File: config.mk
export PLATFORM = sky130hd
export DESIGN_NAME = serial_cfg_powerdown_reset_regs
export DESIGN_NICKNAME = d
export VERILOG_FILES = /design/src/common/ddsreg_pkg.sv /design/src/rtl/serial_cfg_powerdown_reset_regs.sv
export SDC_FILE = /design/constraint.sdc
export NUM_CORES = 1
export LEC_CHECK = 0
export BUFFER_PORTS_ARGS = -buffer_cell sky130_fd_sc_hd__buf_4
export CAP_MARGIN = 20
export CORE_MARGIN = 10
export CORE_UTILIZATION = 66
export DETAILED_ROUTE_END_ITERATION = 10
export PLACE_DENSITY = 0.87
export SKIP_CTS_REPAIR_TIMING = 1
export SLEW_MARGIN = 20
export SYNTH_ARGS = -nofsm -noshare
export SYNTH_HDL_FRONTEND = slang
export SYNTH_SLANG_ARGS = --single-unit
File: constraint.sdc
create_clock -name sys_clk_i -period 4.4 [get_ports sys_clk_i]
set_input_delay 0.22 -clock sys_clk_i [delete_from_list [all_inputs] [get_ports sys_clk_i]]
set_output_delay 0.22 -clock sys_clk_i [all_outputs]
set_load 0.05 [all_outputs]
File: src/common/ddsreg_pkg.sv
// Constants for the serial configuration, power-down and reset register group
package ddsreg_pkg;
    // ****************************************
    // Register addresses
    // ****************************************
    localparam logic [12:0] ADDR_PORT_CFG    = 13'h0000;
    localparam logic [12:0] ADDR_PART_IDENTIFIER_LO  = 13'h0002;
    localparam logic [12:0] ADDR_PART_IDENTIFIER_HI  = 13'h0003;
    localparam logic [12:0] ADDR_READBACK    = 13'h0004;
    localparam logic [12:0] ADDR_UPDATE      = 13'h0005;
    localparam logic [12:0] ADDR_POWER       = 13'h0010;
    localparam logic [12:0] ADDR_CORE_RST    = 13'h0012;
    localparam logic [12:0] ADDR_DIV_RST     = 13'h0013;

    // ****************************************
    // Field positions
    // ****************************************
    localparam int CFG_FOUR_WIRE_BIT  = 0;
    localparam int CFG_LSB_FIRST_BIT  = 1;
    localparam int CFG_SOFT_RESET_BIT = 2;
    localparam int CFG_LONG_INSTR_BIT = 3;
    localparam int READ_BUF_BIT       = 0;
    localparam int UPDATE_BIT         = 0;
    localparam int PD_HSTL_BIT        = 7;
    localparam int PD_CMOS_BIT        = 6;
    localparam int PD_DOUBLER_BIT     = 5;
    localparam int PD_MULT_BIT        = 4;
    localparam int PD_FULL_BIT        = 1;
    localparam int PD_DIGITAL_BIT     = 0;
    localparam int CORE_RST_BIT       = 0;
    localparam int DIV_FUND_BIT       = 7;
    localparam int DIV_PRESCALE_BIT   = 3;
    localparam int DIV_INT_BIT        = 1;
    localparam int STRAP_MULT_PIN     = 3;
    localparam int INSTR_READ_BIT     = 15;

    // ****************************************
    // Reset values and masks
    // ****************************************
    localparam logic [7:0]  PD_RESET       = 8'hC0;
    localparam logic [7:0]  PD_WRITE_MASK  = 8'hF3;
    localparam logic [7:0]  DIV_RESET      = 8'h00;
    localparam logic [7:0]  DIV_WRITE_MASK = 8'h8A;
    // Arbitrary identification value
    localparam logic [15:0] PART_IDENTIFIER        = 16'h5A3C;
    // Synchroniser idle: chip select high, all else low
    localparam logic [8:0]  PIN_IDLE       = 9'h080;

    // ****************************************
    // Timing counts
    // ****************************************
    localparam logic [3:0]  INSTR_LAST_BIT = 4'hF;
    localparam logic [3:0]  BYTE_LAST_BIT  = 4'h7;
    localparam logic [1:0]  STRAP_SETTLE   = 2'h3;

    typedef enum logic [1:0] {
        PH_IDLE  = 2'b00,
        PH_INSTR = 2'b01,
        PH_DATA  = 2'b10
    } phase_t;
endpackage

File: src/rtl/serial_cfg_powerdown_reset_regs.sv
// Serial control port slave with configuration, power-down and reset registers
`timescale 1ns/1ps
module serial_cfg_powerdown_reset_regs
    import ddsreg_pkg::*;
(
    input  wire logic       sys_clk_i,
    input  wire logic       rst_b_i,
    input  wire logic       sclk_i,
    input  wire logic       cs_b_i,
    input  wire logic       sdio_i,
    input  wire logic       io_update_i,
    input  wire logic       power_down_pin_i,
    input  wire logic [3:0] startup_config_pins_i,
    input  wire logic       doubler_enable_i,
    output logic            sdio_o,
    output logic            sdio_oe_o,
    output logic            sdo_o,
    output logic            sdo_oe_o,
    output logic            hstl_off_o,
    output logic            cmos_on_o,
    output logic            doubler_on_o,
    output logic            clock_multiplier_off_o,
    output logic            full_power_down_o,
    output logic            system_clock_stop_o,
    output logic            digital_core_sleep_o,
    output logic            synth_core_reset_o,
    output logic            fundamental_output_off_o,
    output logic            prescaler_reset_o,
    output logic            divider_reset_o
);

    // ****************************************
    // Pin synchronisers
    // ****************************************
    logic [8:0]  pin_m;
    logic [8:0]  pin_s;
    logic [8:0]  pin_d;
    logic        sclk_rise;
    logic        sclk_fall;
    logic        cs_act;
    logic        upd_rise;
    logic        sdin;

    always_ff @(posedge sys_clk_i or negedge rst_b_i) begin
        if (!rst_b_i) begin
            pin_m <= PIN_IDLE;
            pin_s <= PIN_IDLE;
            pin_d <= PIN_IDLE;
        end else begin
            pin_m <= {sclk_i, cs_b_i, sdio_i, io_update_i, power_down_pin_i,
                      startup_config_pins_i};
            pin_s <= pin_m;
            pin_d <= pin_s;
        end
    end

    assign sclk_rise = pin_s[8] & ~pin_d[8];
    assign sclk_fall = ~pin_s[8] & pin_d[8];
    assign cs_act    = ~pin_s[7];
    assign sdin      = pin_s[6];
    assign upd_rise  = pin_s[5] & ~pin_d[5];

    // ****************************************
    // Register state
    // ****************************************
    logic        four_wire_select;
    logic        lsb_pend;
    logic        lsb_act;
    logic        soft_rst;
    logic        read_buf_sel;
    logic [7:0]  pd_reg;
    logic [7:0]  div_ctl;
    logic [7:0]  pd_default;
    logic [3:0]  strap;
    logic [1:0]  strap_cnt;
    logic        strap_done;
    logic        wr_en;
    logic [12:0] wr_addr;
    logic [7:0]  wr_data;
    logic        sw_update;
    logic        update;
    logic        core_rst_req;
    logic [7:0]  rd_cfg;

    function automatic logic [7:0] read_reg(input logic [12:0] a);
        logic [7:0] d;
        logic [3:0] lo;
        d  = 8'h00;
        lo = {1'b1, soft_rst, (read_buf_sel ? lsb_pend : lsb_act), four_wire_select};
        case (a)
            ADDR_PORT_CFG:   d = {lo[0], lo[1], lo[2], lo[3], lo};
            ADDR_PART_IDENTIFIER_LO: d = PART_IDENTIFIER[7:0];
            ADDR_PART_IDENTIFIER_HI: d = PART_IDENTIFIER[15:8];
            ADDR_READBACK:   d[READ_BUF_BIT] = read_buf_sel;
            ADDR_POWER:      d = pd_reg;
            ADDR_DIV_RST:    d = div_ctl;
            default:         d = 8'h00;
        endcase
        return d;
    endfunction

    // Process form, so the readback follows the state that the function reads
    always_comb rd_cfg = read_reg(ADDR_PORT_CFG);
    assign sw_update    = wr_en && (wr_addr == ADDR_UPDATE) && wr_data[UPDATE_BIT];
    assign update       = upd_rise | sw_update;
    assign core_rst_req = wr_en && (wr_addr == ADDR_CORE_RST) && wr_data[CORE_RST_BIT];
    assign strap_done   = (strap_cnt == STRAP_SETTLE);

    // ****************************************
    // Serial protocol engine
    // ****************************************
    phase_t      phase;
    logic [3:0]  bit_cnt;
    logic [15:0] shift;
    logic [15:0] next_shift;
    logic [12:0] addr;
    logic [12:0] next_addr;
    logic        rd_mode;
    logic [7:0]  tx;
    logic [7:0]  rx_byte;

    // shift order from active bit order
    assign next_shift = lsb_act ? {sdin, shift[15:1]} : {shift[14:0], sdin};
    assign rx_byte    = lsb_act ? next_shift[15:8] : next_shift[7:0];
    // Streaming walks up in LSB-first order, down otherwise
    assign next_addr  = lsb_act ? 13'(addr + 13'h0001) : 13'(addr - 13'h0001);

    always_ff @(posedge sys_clk_i or negedge rst_b_i) begin
        if (!rst_b_i) begin
            phase   <= PH_IDLE;
            bit_cnt <= 4'h0;
            shift   <= 16'h0000;
            addr    <= 13'h0000;
            rd_mode <= 1'b0;
            tx      <= 8'h00;
            wr_en   <= 1'b0;
            wr_addr <= 13'h0000;
            wr_data <= 8'h00;
        end else begin
            wr_en <= 1'b0;
            if (!cs_act) begin
                phase   <= PH_IDLE;
                bit_cnt <= 4'h0;
                rd_mode <= 1'b0;
            end else if (sclk_rise) begin
                shift   <= next_shift;
                bit_cnt <= 4'(bit_cnt + 4'h1);
                unique case (phase)
                    PH_IDLE, PH_INSTR: begin
                        phase <= PH_INSTR;
                        if (bit_cnt == INSTR_LAST_BIT) begin
                            phase   <= PH_DATA;
                            bit_cnt <= 4'h0;
                            rd_mode <= next_shift[INSTR_READ_BIT];
                            addr    <= next_shift[12:0];
                            tx      <= read_reg(next_shift[12:0]);
                        end
                    end
                    PH_DATA: begin
                        if (bit_cnt == BYTE_LAST_BIT) begin
                            bit_cnt <= 4'h0;
                            wr_en   <= ~rd_mode;
                            wr_addr <= addr;
                            wr_data <= rx_byte;
                            addr    <= next_addr;
                            tx      <= read_reg(next_addr);
                        end
                    end
                    default: phase <= PH_IDLE;
                endcase
            end
        end
    end

    // pin choice by wire mode; bits change on falling clock
    always_ff @(posedge sys_clk_i or negedge rst_b_i) begin
        if (!rst_b_i) begin
            sdio_o    <= 1'b0;
            sdo_o     <= 1'b0;
            sdio_oe_o <= 1'b0;
            sdo_oe_o  <= 1'b0;
        end else begin
            sdio_oe_o <= cs_act && (phase == PH_DATA) && rd_mode && !four_wire_select;
            sdo_oe_o  <= cs_act && (phase == PH_DATA) && rd_mode && four_wire_select;
            if (sclk_fall && phase == PH_DATA) begin
                sdio_o <= lsb_act ? tx[bit_cnt[2:0]] : tx[3'(3'h7 - bit_cnt[2:0])];
                sdo_o  <= lsb_act ? tx[bit_cnt[2:0]] : tx[3'(3'h7 - bit_cnt[2:0])];
            end
        end
    end

    // ****************************************
    // Start-up pin capture
    // ****************************************
    // Pins are caught only after hard reset release; soft reset never re-samples
    always_ff @(posedge sys_clk_i or negedge rst_b_i) begin
        if (!rst_b_i) begin
            strap_cnt <= 2'h0;
            strap     <= 4'h0;
        end else if (!strap_done) begin
            strap_cnt <= 2'(strap_cnt + 2'h1);
            strap     <= pin_s[3:0];
        end
    end

    always_comb begin
        pd_default = PD_RESET;
        // pin three sets multiplier power-down default
        // Last forced load falls in the capture cycle, so it must see the live pin
        pd_default[PD_MULT_BIT] = strap_done ? strap[STRAP_MULT_PIN] : pin_s[STRAP_MULT_PIN];
    end

    // ****************************************
    // Port configuration register
    // ****************************************
    always_ff @(posedge sys_clk_i or negedge rst_b_i) begin
        if (!rst_b_i) begin
            four_wire_select <= 1'b0;
            lsb_pend         <= 1'b0;
            soft_rst         <= 1'b0;
            lsb_act          <= 1'b0;
        end else begin
            if (wr_en && wr_addr == ADDR_PORT_CFG) begin
                four_wire_select <= wr_data[CFG_FOUR_WIRE_BIT];
                lsb_pend         <= wr_data[CFG_LSB_FIRST_BIT];
                // soft reset stays until host clears it
                soft_rst         <= wr_data[CFG_SOFT_RESET_BIT];
            end
            // bit order moves at update only
            if (update) begin
                lsb_act <= lsb_pend;
            end
        end
    end

    // ****************************************
    // Power-down, readback and divider registers
    // ****************************************
    always_ff @(posedge sys_clk_i or negedge rst_b_i) begin
        if (!rst_b_i) begin
            pd_reg       <= PD_RESET;
            read_buf_sel <= 1'b0;
            div_ctl      <= DIV_RESET;
        end else if (soft_rst || !strap_done) begin
            // held at defaults while soft reset set
            pd_reg       <= pd_default;
            read_buf_sel <= 1'b0;
            div_ctl      <= DIV_RESET;
        end else if (wr_en) begin
            case (wr_addr)
                ADDR_READBACK: read_buf_sel <= wr_data[READ_BUF_BIT];
                ADDR_POWER:    pd_reg       <= wr_data & PD_WRITE_MASK;
                ADDR_DIV_RST:  div_ctl      <= wr_data & DIV_WRITE_MASK;
                default:       read_buf_sel <= read_buf_sel;
            endcase
        end
    end

    // ****************************************
    // Control outputs
    // ****************************************
    // Prescaler and divider resets are levels; the divider domain applies them
    always_ff @(posedge sys_clk_i or negedge rst_b_i) begin
        if (!rst_b_i) begin
            hstl_off_o               <= PD_RESET[PD_HSTL_BIT];
            cmos_on_o                <= PD_RESET[PD_CMOS_BIT];
            doubler_on_o             <= 1'b0;
            clock_multiplier_off_o   <= 1'b0;
            full_power_down_o        <= 1'b0;
            system_clock_stop_o      <= 1'b0;
            digital_core_sleep_o     <= 1'b0;
            synth_core_reset_o       <= 1'b0;
            fundamental_output_off_o <= 1'b0;
            prescaler_reset_o        <= 1'b0;
            divider_reset_o          <= 1'b0;
        end else begin
            hstl_off_o               <= pd_reg[PD_HSTL_BIT];
            cmos_on_o                <= pd_reg[PD_CMOS_BIT];
            doubler_on_o             <= pd_reg[PD_DOUBLER_BIT] & doubler_enable_i;
            clock_multiplier_off_o   <= pd_reg[PD_MULT_BIT];
            full_power_down_o        <= pd_reg[PD_FULL_BIT] | pin_s[4];
            system_clock_stop_o      <= pd_reg[PD_FULL_BIT] | pin_s[4];
            digital_core_sleep_o     <= pd_reg[PD_DIGITAL_BIT];
            // one-cycle core reset, bit never stored
            synth_core_reset_o       <= core_rst_req;
            fundamental_output_off_o <= div_ctl[DIV_FUND_BIT];
            prescaler_reset_o        <= div_ctl[DIV_PRESCALE_BIT];
            divider_reset_o          <= div_ctl[DIV_INT_BIT];
        end
    end
endmodule

Word-level counts from Yosys, hierarchy flattened
Index checks and enable logic that the tools add are counted.
{"block": "op_classes", "addsub": 5, "n_lt_le_gt_ge": 2, "n_reduce_logical": 34, "bitwise_logic": 11, "muxes": 46, "eq_ne": 23}
{"op": "13-bit by 5-bit equality test with 1-bit output, second input constant", "count": 7}
{"op": "8-bit 2-to-1 mux", "count": 9}
{"op": "7-bit case mux with 5 select lines", "count": 2}
{"op": "13-bit by 2-bit equality test with 1-bit output, second input constant", "count": 4}
{"op": "13-bit by 3-bit equality test with 1-bit output, second input constant", "count": 4}
{"op": "13-bit zero test", "count": 3}
{"op": "13-bit 2-to-1 mux", "count": 3}
{"op": "13-bit case mux with 2 select lines", "count": 1}
{"op": "1-bit 2-to-1 mux", "count": 16}
{"op": "16-bit 2-to-1 mux", "count": 1}
{"op": "4-bit 2-to-1 mux", "count": 4}
{"op": "8-bit case mux with 2 select lines", "count": 1}
{"op": "2-bit nonzero test", "count": 8}
{"op": "13-bit by 1-bit adder with 13-bit output, second input constant", "count": 1}
{"op": "13-bit by 1-bit subtractor with 13-bit output, second input constant", "count": 1}
{"op": "1-bit logical AND", "count": 10}
{"op": "2-bit AND reduction", "count": 5}
{"op": "3-bit by 4-bit less-than comparator with 1-bit output, second input constant", "count": 2}
{"op": "1-bit case mux with 4 select lines", "count": 2}
{"op": "4-bit case mux with 2 select lines", "count": 1}
{"op": "1-bit binary-select mux with 3-bit select", "count": 2}
{"op": "2-bit 2-to-1 mux", "count": 3}
{"op": "2-bit inequality test, second input constant", "count": 3}
{"op": "1-bit inverter", "count": 5}
{"op": "17 further kinds", "count": 23}
{"block": "totals", "out_inout_bits": 15, "inputBits": 12, "ff_bits": 133, "elab_cells": 155}

Longest topological paths before layout
Gate-level depths: netlist of run 1.
{"block": "depth", "depth_word": 6, "depth_mapped": 12, "ltp_nobuf": 9}

Worst setup path before layout of run 1
No wires, ideal clock.
{"block": "synth_path", "path_kind": "register to register", "startpoint": "register lsb_act", "endpoint": "register tx[2]", "path_stages_with_launch": 12, "setup_ns": 0.092, "path_buffers": 2, "period_less_slack_ns": 3.000, "required_time_ns": 4.308, "arrival_time_ns": 2.908, "setup_slack_ns": 1.400, "path_cell_list": "dfrtp_1 > buf_2 > buf_6 > inv_1 > ha_1 > a211oi_2 > o31ai_2 > a41o_1 > or3_1 > a211oi_2 > nand4_2 > o31ai_2"}
{"block": "synth_via", "elab_chain_cells": 5, "elab_cells_between_ends": 17, "cone_classes": "eq/ne (8); mux (7); reduce/logical (2)"}
{"element": "start, declared", "line_no": "serial_cfg_powerdown_reset_regs.sv:68", "text": "logic lsb_act;"}
{"element": "start signal, assigned", "line_no": "serial_cfg_powerdown_reset_regs.sv:231", "text": "lsb_act <= lsb_pend;"}
{"element": "13-bit 2-to-1 mux / 16-bit 2-to-1 mux (equally long branches)", "line_no": "serial_cfg_powerdown_reset_regs.sv:126, serial_cfg_powerdown_reset_regs.sv:123"}
{"element": "13-bit by 5-bit equality test with 1-bit output (tied with other cells)", "line_no": "serial_cfg_powerdown_reset_regs.sv:90", "text": "case (a)"}
{"element": "7-bit case mux with 5 select lines", "line_no": "serial_cfg_powerdown_reset_regs.sv:90"}
{"element": "8-bit 2-to-1 mux, on equally long branches", "line_no": "serial_cfg_powerdown_reset_regs.sv:160, serial_cfg_powerdown_reset_regs.sv:151"}
{"element": "8-bit case mux with 2 select lines *", "line_no": "serial_cfg_powerdown_reset_regs.sv:148", "text": "unique case (phase)"}
{"element": "end signal, assigned", "line_no": "serial_cfg_powerdown_reset_regs.sv:156", "text": "tx <= read_reg(next_shift[12:0]);"}
{"element": "end signal, assigned", "line_no": "serial_cfg_powerdown_reset_regs.sv:166", "text": "tx <= read_reg(next_addr);"}
{"element": "end, declared", "line_no": "serial_cfg_powerdown_reset_regs.sv:119", "text": "logic [7:0] tx;"}
Mark *: on every way between the ends. The rest lies on a longest branch, timed or not. The select of a mux whose other input is x is not followed.
A chain may end at the register's enable or synchronous reset.

Final worst setup path of run 1
{"block": "layout_path", "startpoint": "register lsb_act", "endpoint": "register tx[0]"}
{"block": "layout_via", "elab_chain_cells": 5, "elab_cells_between_ends": 15, "cone_classes": "eq/ne (6); mux (7); reduce/logical (2)"}
{"element": "13-bit 2-to-1 mux / 16-bit 2-to-1 mux (equally long branches)", "line_no": "serial_cfg_powerdown_reset_regs.sv:126, serial_cfg_powerdown_reset_regs.sv:123"}
{"element": "13-bit by 5-bit equality test with 1-bit output (tied with other cells)", "line_no": "serial_cfg_powerdown_reset_regs.sv:90"}
{"element": "1-bit case mux with 4 select lines", "line_no": "serial_cfg_powerdown_reset_regs.sv:90"}
{"element": "8-bit 2-to-1 mux, on equally long branches", "line_no": "serial_cfg_powerdown_reset_regs.sv:160, serial_cfg_powerdown_reset_regs.sv:151"}
{"element": "8-bit case mux with 2 select lines *", "line_no": "serial_cfg_powerdown_reset_regs.sv:148"}
Marked as above.

==> out/summary.txt, run 1 <==
status - completed
Peak VDD IR - 0.281 mV
overall global routing resource usage - 20.9%
synthesized cell area - 0.00578 mm²
Post-synth top flop - dfrtp_1
biggest regs - shift (16), addr (13), wr_addr (13)
cts bufs inserted - 9
mux cell area share after synthesis - 11.7%
Bufs on Longest Clock Path - 2
Nets - 615
gr ovfl total - 0
Starting Density - 67.0%
DRC - 0
Crit path required time - 4.68 ns
worst slew pin tran - 0.932 ns
Pwr Density - 309 mW/mm²
Synth Register Bits - 110
Worst Hold Class - in -> reg
final setup vio count - 0
critical path, cell by cell - inv_1 > ha_1 > a211oi_1 > o22ai_1 > xor2_1 > or3_4 > nor2_4 > nand3b_1 > o41ai_2
commonest non-fill, non-tap cells in the layout - dfrtp_1 (104), nand2_1 (62), nor2_1 (49)
H-tree depth - 3
Synth warnings - 0
setup TNS - 0 ns
Synth Area in Compound Gates - 16.0%
max-slew violations - 0
Startpoint Class - flip-flop
syn avg cell area - 10.2 µm²
FMAX - 0.322 GHz
wire per inst - 19.4 µm
family with the most delay on the worst path - compound AO/OA/AOI/OAI gates
die area - 0.0129 mm²
critical path arrival - 3.38 ns
async set-reset flop share out of synthesis - 100%
number of synthesized flops with an enable pin - 0
gate count after technology mapping - 567
largest register by flop count - shift
Sink Count - 110
area of the core - 0.00864 mm²
layout cell share with drive strength beyond 1 - 16.4%
area grow syn2layout - 8.81%
Vias/cell - 6.44
post-synthesis adder-cell area fraction - 3.81%
Clk Latency, worst-skew pair - 0.39 ns
commonest non-fill, non-tap cell in the layout - dfrtp_1
initial antenna violation count - 0
HPWL after detailed placement - 9.80 mm
sequential area share after synthesis - 47.7%
# port buffers - 23
WP buf/inv - 1
Routed Wire Length - 13.5 mm
relative slew slack - 37.7%
Finished Core Util - 72.8%
vias in the first global route - 4,414
synthesized net count - 596
CP peak stage delay - 0.54 ns
vias - 4,503
Pre-Repair DR Iteration Count - 5
Antenna Cells - 0
number of core rows - 34
Die Y - 114 µm
WS Path Type - reg -> reg
clock root cell - clkbuf_8
Netlist cell types - 65
Die X - 114 µm
largest family of logic cells by synthesized area - simple AND/OR/NAND/NOR gates
Largest register FFs - 16
Synth Area in Simple Gates - 16.3%
CP Capture Type - flip-flop
period utilisation layout - 70.6%
final hold violation count - 0
Fillers - 587
first-pass GRT wire length - 22.0 mm
r2r setup slk - 1.30 ns
unrepaired setup endpoints after global routing - false
xor/xnor share of the synthesized area - 1.67%
clk slew on worst S/H paths - 0.11 ns
CP max FO - 11
Final ANT Viol Nets - 0
GPL Wtd Cong - 0.895
fin crit period - 3.10 ns
Clock Skew - 0.0232 ns
Initial DRC Count - 434
largest net degree at the start of global routing - 69
CP max-delay cell - ha_1
maxcap violations - 0
Lkg Pwr - 2.89 nW
I/O pins - 27
CTS tree - yes
worst paths after layout:
check	cells past startpoint	endpoint	from
max	9	tx[0]	lsb_act
min	2	doubler_on_o	doubler_enable_i
max reg2reg	9	tx[0]	lsb_act
min reg2reg	0	pin_s[3]	pin_m[3]
max in group asynchronous	3	pd_reg[6]	rst_b_i
min in group asynchronous	2	digital_core_sleep_o	rst_b_i
cell type report:
type	instances	area (µm²)	share of cell area (%)
clock buffers	9	124	1.97
clock inverters	7	83.8	1.33
well taps	108	135	2.15
flip-flops and latches	110	2760	43.9
repair buffers	37	295	4.69
inverters	7	26.3	0.418
multi-input cells	421	2870	45.6
routing by layer:
layer | GRT usage, % | share of wire (%) | wire [µm]
met1 | 27.9 | 42 | 5720
met4 | 7.28 | 2.5 | 341
met5 | 0 | 0 | 0
met3 | 4.15 | 6.8 | 919
met2 | 33.2 | 48 | 6560
worst reg2reg max path, stage by stage (launching register included):
cell,delay [ns]
dfrtp_1,0.39
inv_1,0.17
ha_1,0.54
a211oi_1,0.13
o22ai_1,0.45
xor2_1,0.19
or3_4,0.45
nor2_4,0.19
nand3b_1,0.16
o41ai_2,0.34
power by group:
group	internal (mW)	total (mW)	switching (mW)
clock	0.231	0.632	0.401
combinational	0.0729	0.201	0.129
sequential	1.05	1.11	0.0570
total	1.36	1.94	0.587
kinds of logic after synthesis:
kind of cell | count (synthesis)
muxes | 58
DFF | 110
and+or+nand+nor | 191
xor gates and xnor gates | 11
adders and majority gates | 17
AOI/OAI and AO/OA | 144
buffers and inverters | 36
Yosys cell counts (3+ instances only):
cell	count	area share, %
dfstp_2	6	2.7
a31oi_1	7	0.76
buf_2	3	0.26
and3_1	7	0.76
nand3_1	12	1.0
a22oi_1	6	0.78
or2_2	3	0.32
clkbuf_1	18	1.2
mux2_2	25	4.9
inv_1	7	0.45
o22ai_1	3	0.32
xor2_1	7	1.1
mux4_2	5	1.9
nand2_1	62	4.0
a21o_1	6	0.78
dfrtp_1	104	45
o211ai_1	4	0.52
nor3_1	11	0.95
nor2b_1	6	0.65
nor4b_1	4	0.61
mux2i_1	28	4.8
o21ai_0	39	3.4
nand2b_1	8	0.87
a211oi_1	4	0.52
ha_1	16	3.5
xnor2_1	4	0.61
nor4_1	5	0.54
a21oi_1	43	3.7
a22o_1	9	1.4
nor2_1	49	3.2
a2111oi_0	3	0.45
and2_1	6	0.65
nor3b_1	4	0.52
metrics by stage:
stage	hold WS [ns]	power [mW]	cells	instance area (µm²)	worst slack, ns
finish	0.0429	1.94	699	6290	1.30
global route	0.0473	2.01	699	6290	1.06
CTS	-0.0850	1.94	692	6220	1.21
detailed placement	0.329	1.32	676	6010	1.25
global placement	0.328	1.31	676	6010	1.34
floorplan	-0.0756	1.23	567	5780	1.40
(Power assumes the default switching activity.)
==> run 2: changes to the inputs <==
CORE_UTILIZATION = 62   (was 66)
PLACE_DENSITY = 0.82   (was 0.87)
clock period = 3.1 ns   (was 4.4 ns; I/O delays follow)
==> run 2 against run 1 <==
Hold slack better by 0.31 ns. Count of clock-buffer cells in the layout up 1. Critical path depth stayed put. Total power up 41%. Critical path type unchanged. Worst setup slack got worse by 1.2 ns. Largest power group unchanged. Sequential share of layout area decreased by 0.64 points. Combinational power increased by 43%. Clock skew decreased by 0.0095 ns. Highest routed layer unchanged.
==> out/summary.txt, run 2 (synthesis results as in run 1) <==
status - completed
area of the core - 0.00915 mm² (+6.0%)
clock root cell - clkbuf_8
I/O pins - 27 (unchanged)
Pre-Repair DR Iteration Count - 5 (unchanged)
GPL Wtd Cong - 0.964 (+7.6%)
H-tree depth - 3 (unchanged)
Clk Latency, worst-skew pair - 0.38 ns (about the same)
Hold WS - 0.354 ns (+0.311 ns)
HPWL after detailed placement - 9.92 mm (+1.3%)
Nets - 622 (+1.1%)
vias - 4,510 (+0.16%)
Clock Skew - 0.0137 ns (-0.00949 ns)
biggest regs - shift (16), addr (13), wr_addr (13)
wire per inst - 19.2 µm (-0.72%)
die area - 0.0136 mm² (+5.3%)
layout cell share with drive strength beyond 1 - 17.7% (+1.3 points)
initial antenna violation count - 0 (unchanged)
vias in the first global route - 4,480 (+1.5%)
CTS tree - yes
area grow syn2layout - 10.4%
fin crit period - 3.02 ns (-0.0802 ns)
# port buffers - 23 (unchanged)
clk slew on worst S/H paths - 0.11 ns (about the same)
first-pass GRT wire length - 22.2 mm (+0.65%)
CP max FO - 8 (-3)
cts bufs inserted - 9 (unchanged)
Pwr Density - 431 mW/mm² (+39%)
Final ANT Viol Nets - 0 (unchanged)
Peak VDD IR - 0.382 mV (+36%)
Routed Wire Length - 13.6 mm (+0.70%)
max-slew violations - 0 (unchanged)
Worst Hold Class - in -> async
overall global routing resource usage - 20.8% (-0.048 points)
Die Y - 117 µm (+2.6%)
WS Path Type - reg -> reg
Bufs on Longest Clock Path - 2 (unchanged)
largest register by flop count - shift
critical path, cell by cell - clkinvlp_4 > ha_1 > a211oi_1 > o22ai_2 > xor2_1 > or3_4 > nor2_4 > nand3b_1 > o41ai_2
final hold violation count - 0 (unchanged)
Sink Count - 110 (unchanged)
period utilisation layout - 97.6% (+27 points)
CP Capture Type - flip-flop
Startpoint Class - flip-flop
Non-Filler Instances - 709 (+1.4%)
Starting Density - 63.2% (-3.8 points)
CP peak stage delay - 0.44 ns (-0.10 ns)
Largest register FFs - 16 (unchanged)
Crit path required time - 3.37 ns (-1.31 ns)
critical path arrival - 3.30 ns (-0.08 ns)
Antenna Cells - 0 (unchanged)
worst slew pin tran - 0.812 ns (-0.121 ns)
Placed Cells incl. Taps - 684 (+1.2%)
DRC - 0 (unchanged)
commonest non-fill, non-tap cell in the layout - dfrtp_1
final setup vio count - 0 (unchanged)
maxcap violations - 0 (unchanged)
Lkg Pwr - 2.93 nW (+1.5%)
gr ovfl total - 0 (unchanged)
Die X - 117 µm (+2.6%)
FMAX - 0.331 GHz (+2.7%)
relative slew slack - 45.5% (+7.8 points)
number of core rows - 35 (+2.9%)
Initial DRC Count - 474 (+9.2%)
CP max-delay cell - or3_4
commonest non-fill, non-tap cells in the layout - dfrtp_1 (104), nand2_1 (62), nor2_1 (48)
Vias/cell - 6.36 (-1.3%)
largest net degree at the start of global routing - 58 (-16%)
[run 2: changes by cell type in the layout (fill, tap and decap cells not counted), sizes merged]
cell	previous run	this run
dlygate4sd3	7	8
buf	30	36
bufinv	0	1
clkinvlp	0	1
inv	11	8
clkbuf	9	10
[run 2: metal layers]
| layer | vias up | GRT usage [%] | share of wire, % |
|---|---|---|---|
| li1 | 2108 | - | - |
| met2 | 188 | 34.4 | 50 |
| met1 | 2193 | 26.9 | 42 |
| met4 | 0 | 6.75 | 1.8 |
| met5 | - | 0 | 0 |
| met3 | 21 | 4.11 | 7.1 |
[run 2: area by class of cell]
class / count / area (µm²)
multi-input combinational: 421 / 2890
fill: 647 / 2770
sequential: 110 / 2760
timing repair buffer: 44 / 363
tap: 111 / 139
clock buffer: 10 / 128
clock inverter: 6 / 80.1
inverter: 7 / 30.0
[run 2: worst max-delay path: cells and delay by family (launching register included)]
kind | cells | cell delay, ns
AOI/OAI and AO/OA | 3 | 0.90
and+or+nand+nor | 3 | 0.76
adders and majority gates | 1 | 0.42
DFF | 1 | 0.40
buffers and inverters | 1 | 0.22
xor gates and xnor gates | 1 | 0.21
[run 2: path summary, 6_finish.rpt]
path,startpoint,to,slack [ns],cells past startpoint
worst max-delay path,lsb_act,tx[0],0.08,9
worst min-delay path,rst_b_i,wr_addr[9],0.35,2
worst max register to register,lsb_act,tx[0],0.08,9
worst min register to register,pin_m[8],pin_s[8],0.36,0
max in group asynchronous,rst_b_i,pd_reg[6],1.97,3
min in group sys_clk_i,pin_m[8],pin_s[8],0.36,0
[run 2: where the power goes]
group	leakage, nW	switching [mW]	internal (mW)
Combinational	1.37	0.182	0.107
Clock	0.106	0.499	0.389
Sequential	1.45	0.0758	1.50
Total	2.93	0.756	1.99
[run 2: through the flow]
stage / total power [mW] / cell area (µm²) / worst slack (ns) / TNS [ns] / utilization [%]
after floorplan: 1.75 / 5780 / 0.100 / 0 / -
after global placement: 1.86 / 6060 / 0.241 / 0 / 66.3
after detailed placement: 1.88 / 6060 / 0.139 / 0 / 66.3
after CTS: 2.75 / 6270 / 0.107 / 0 / 68.5
after global routing: 2.87 / 6380 / -0.0767 / -0.155 / 69.8
final: 2.75 / 6380 / 0.0754 / 0 / 69.8
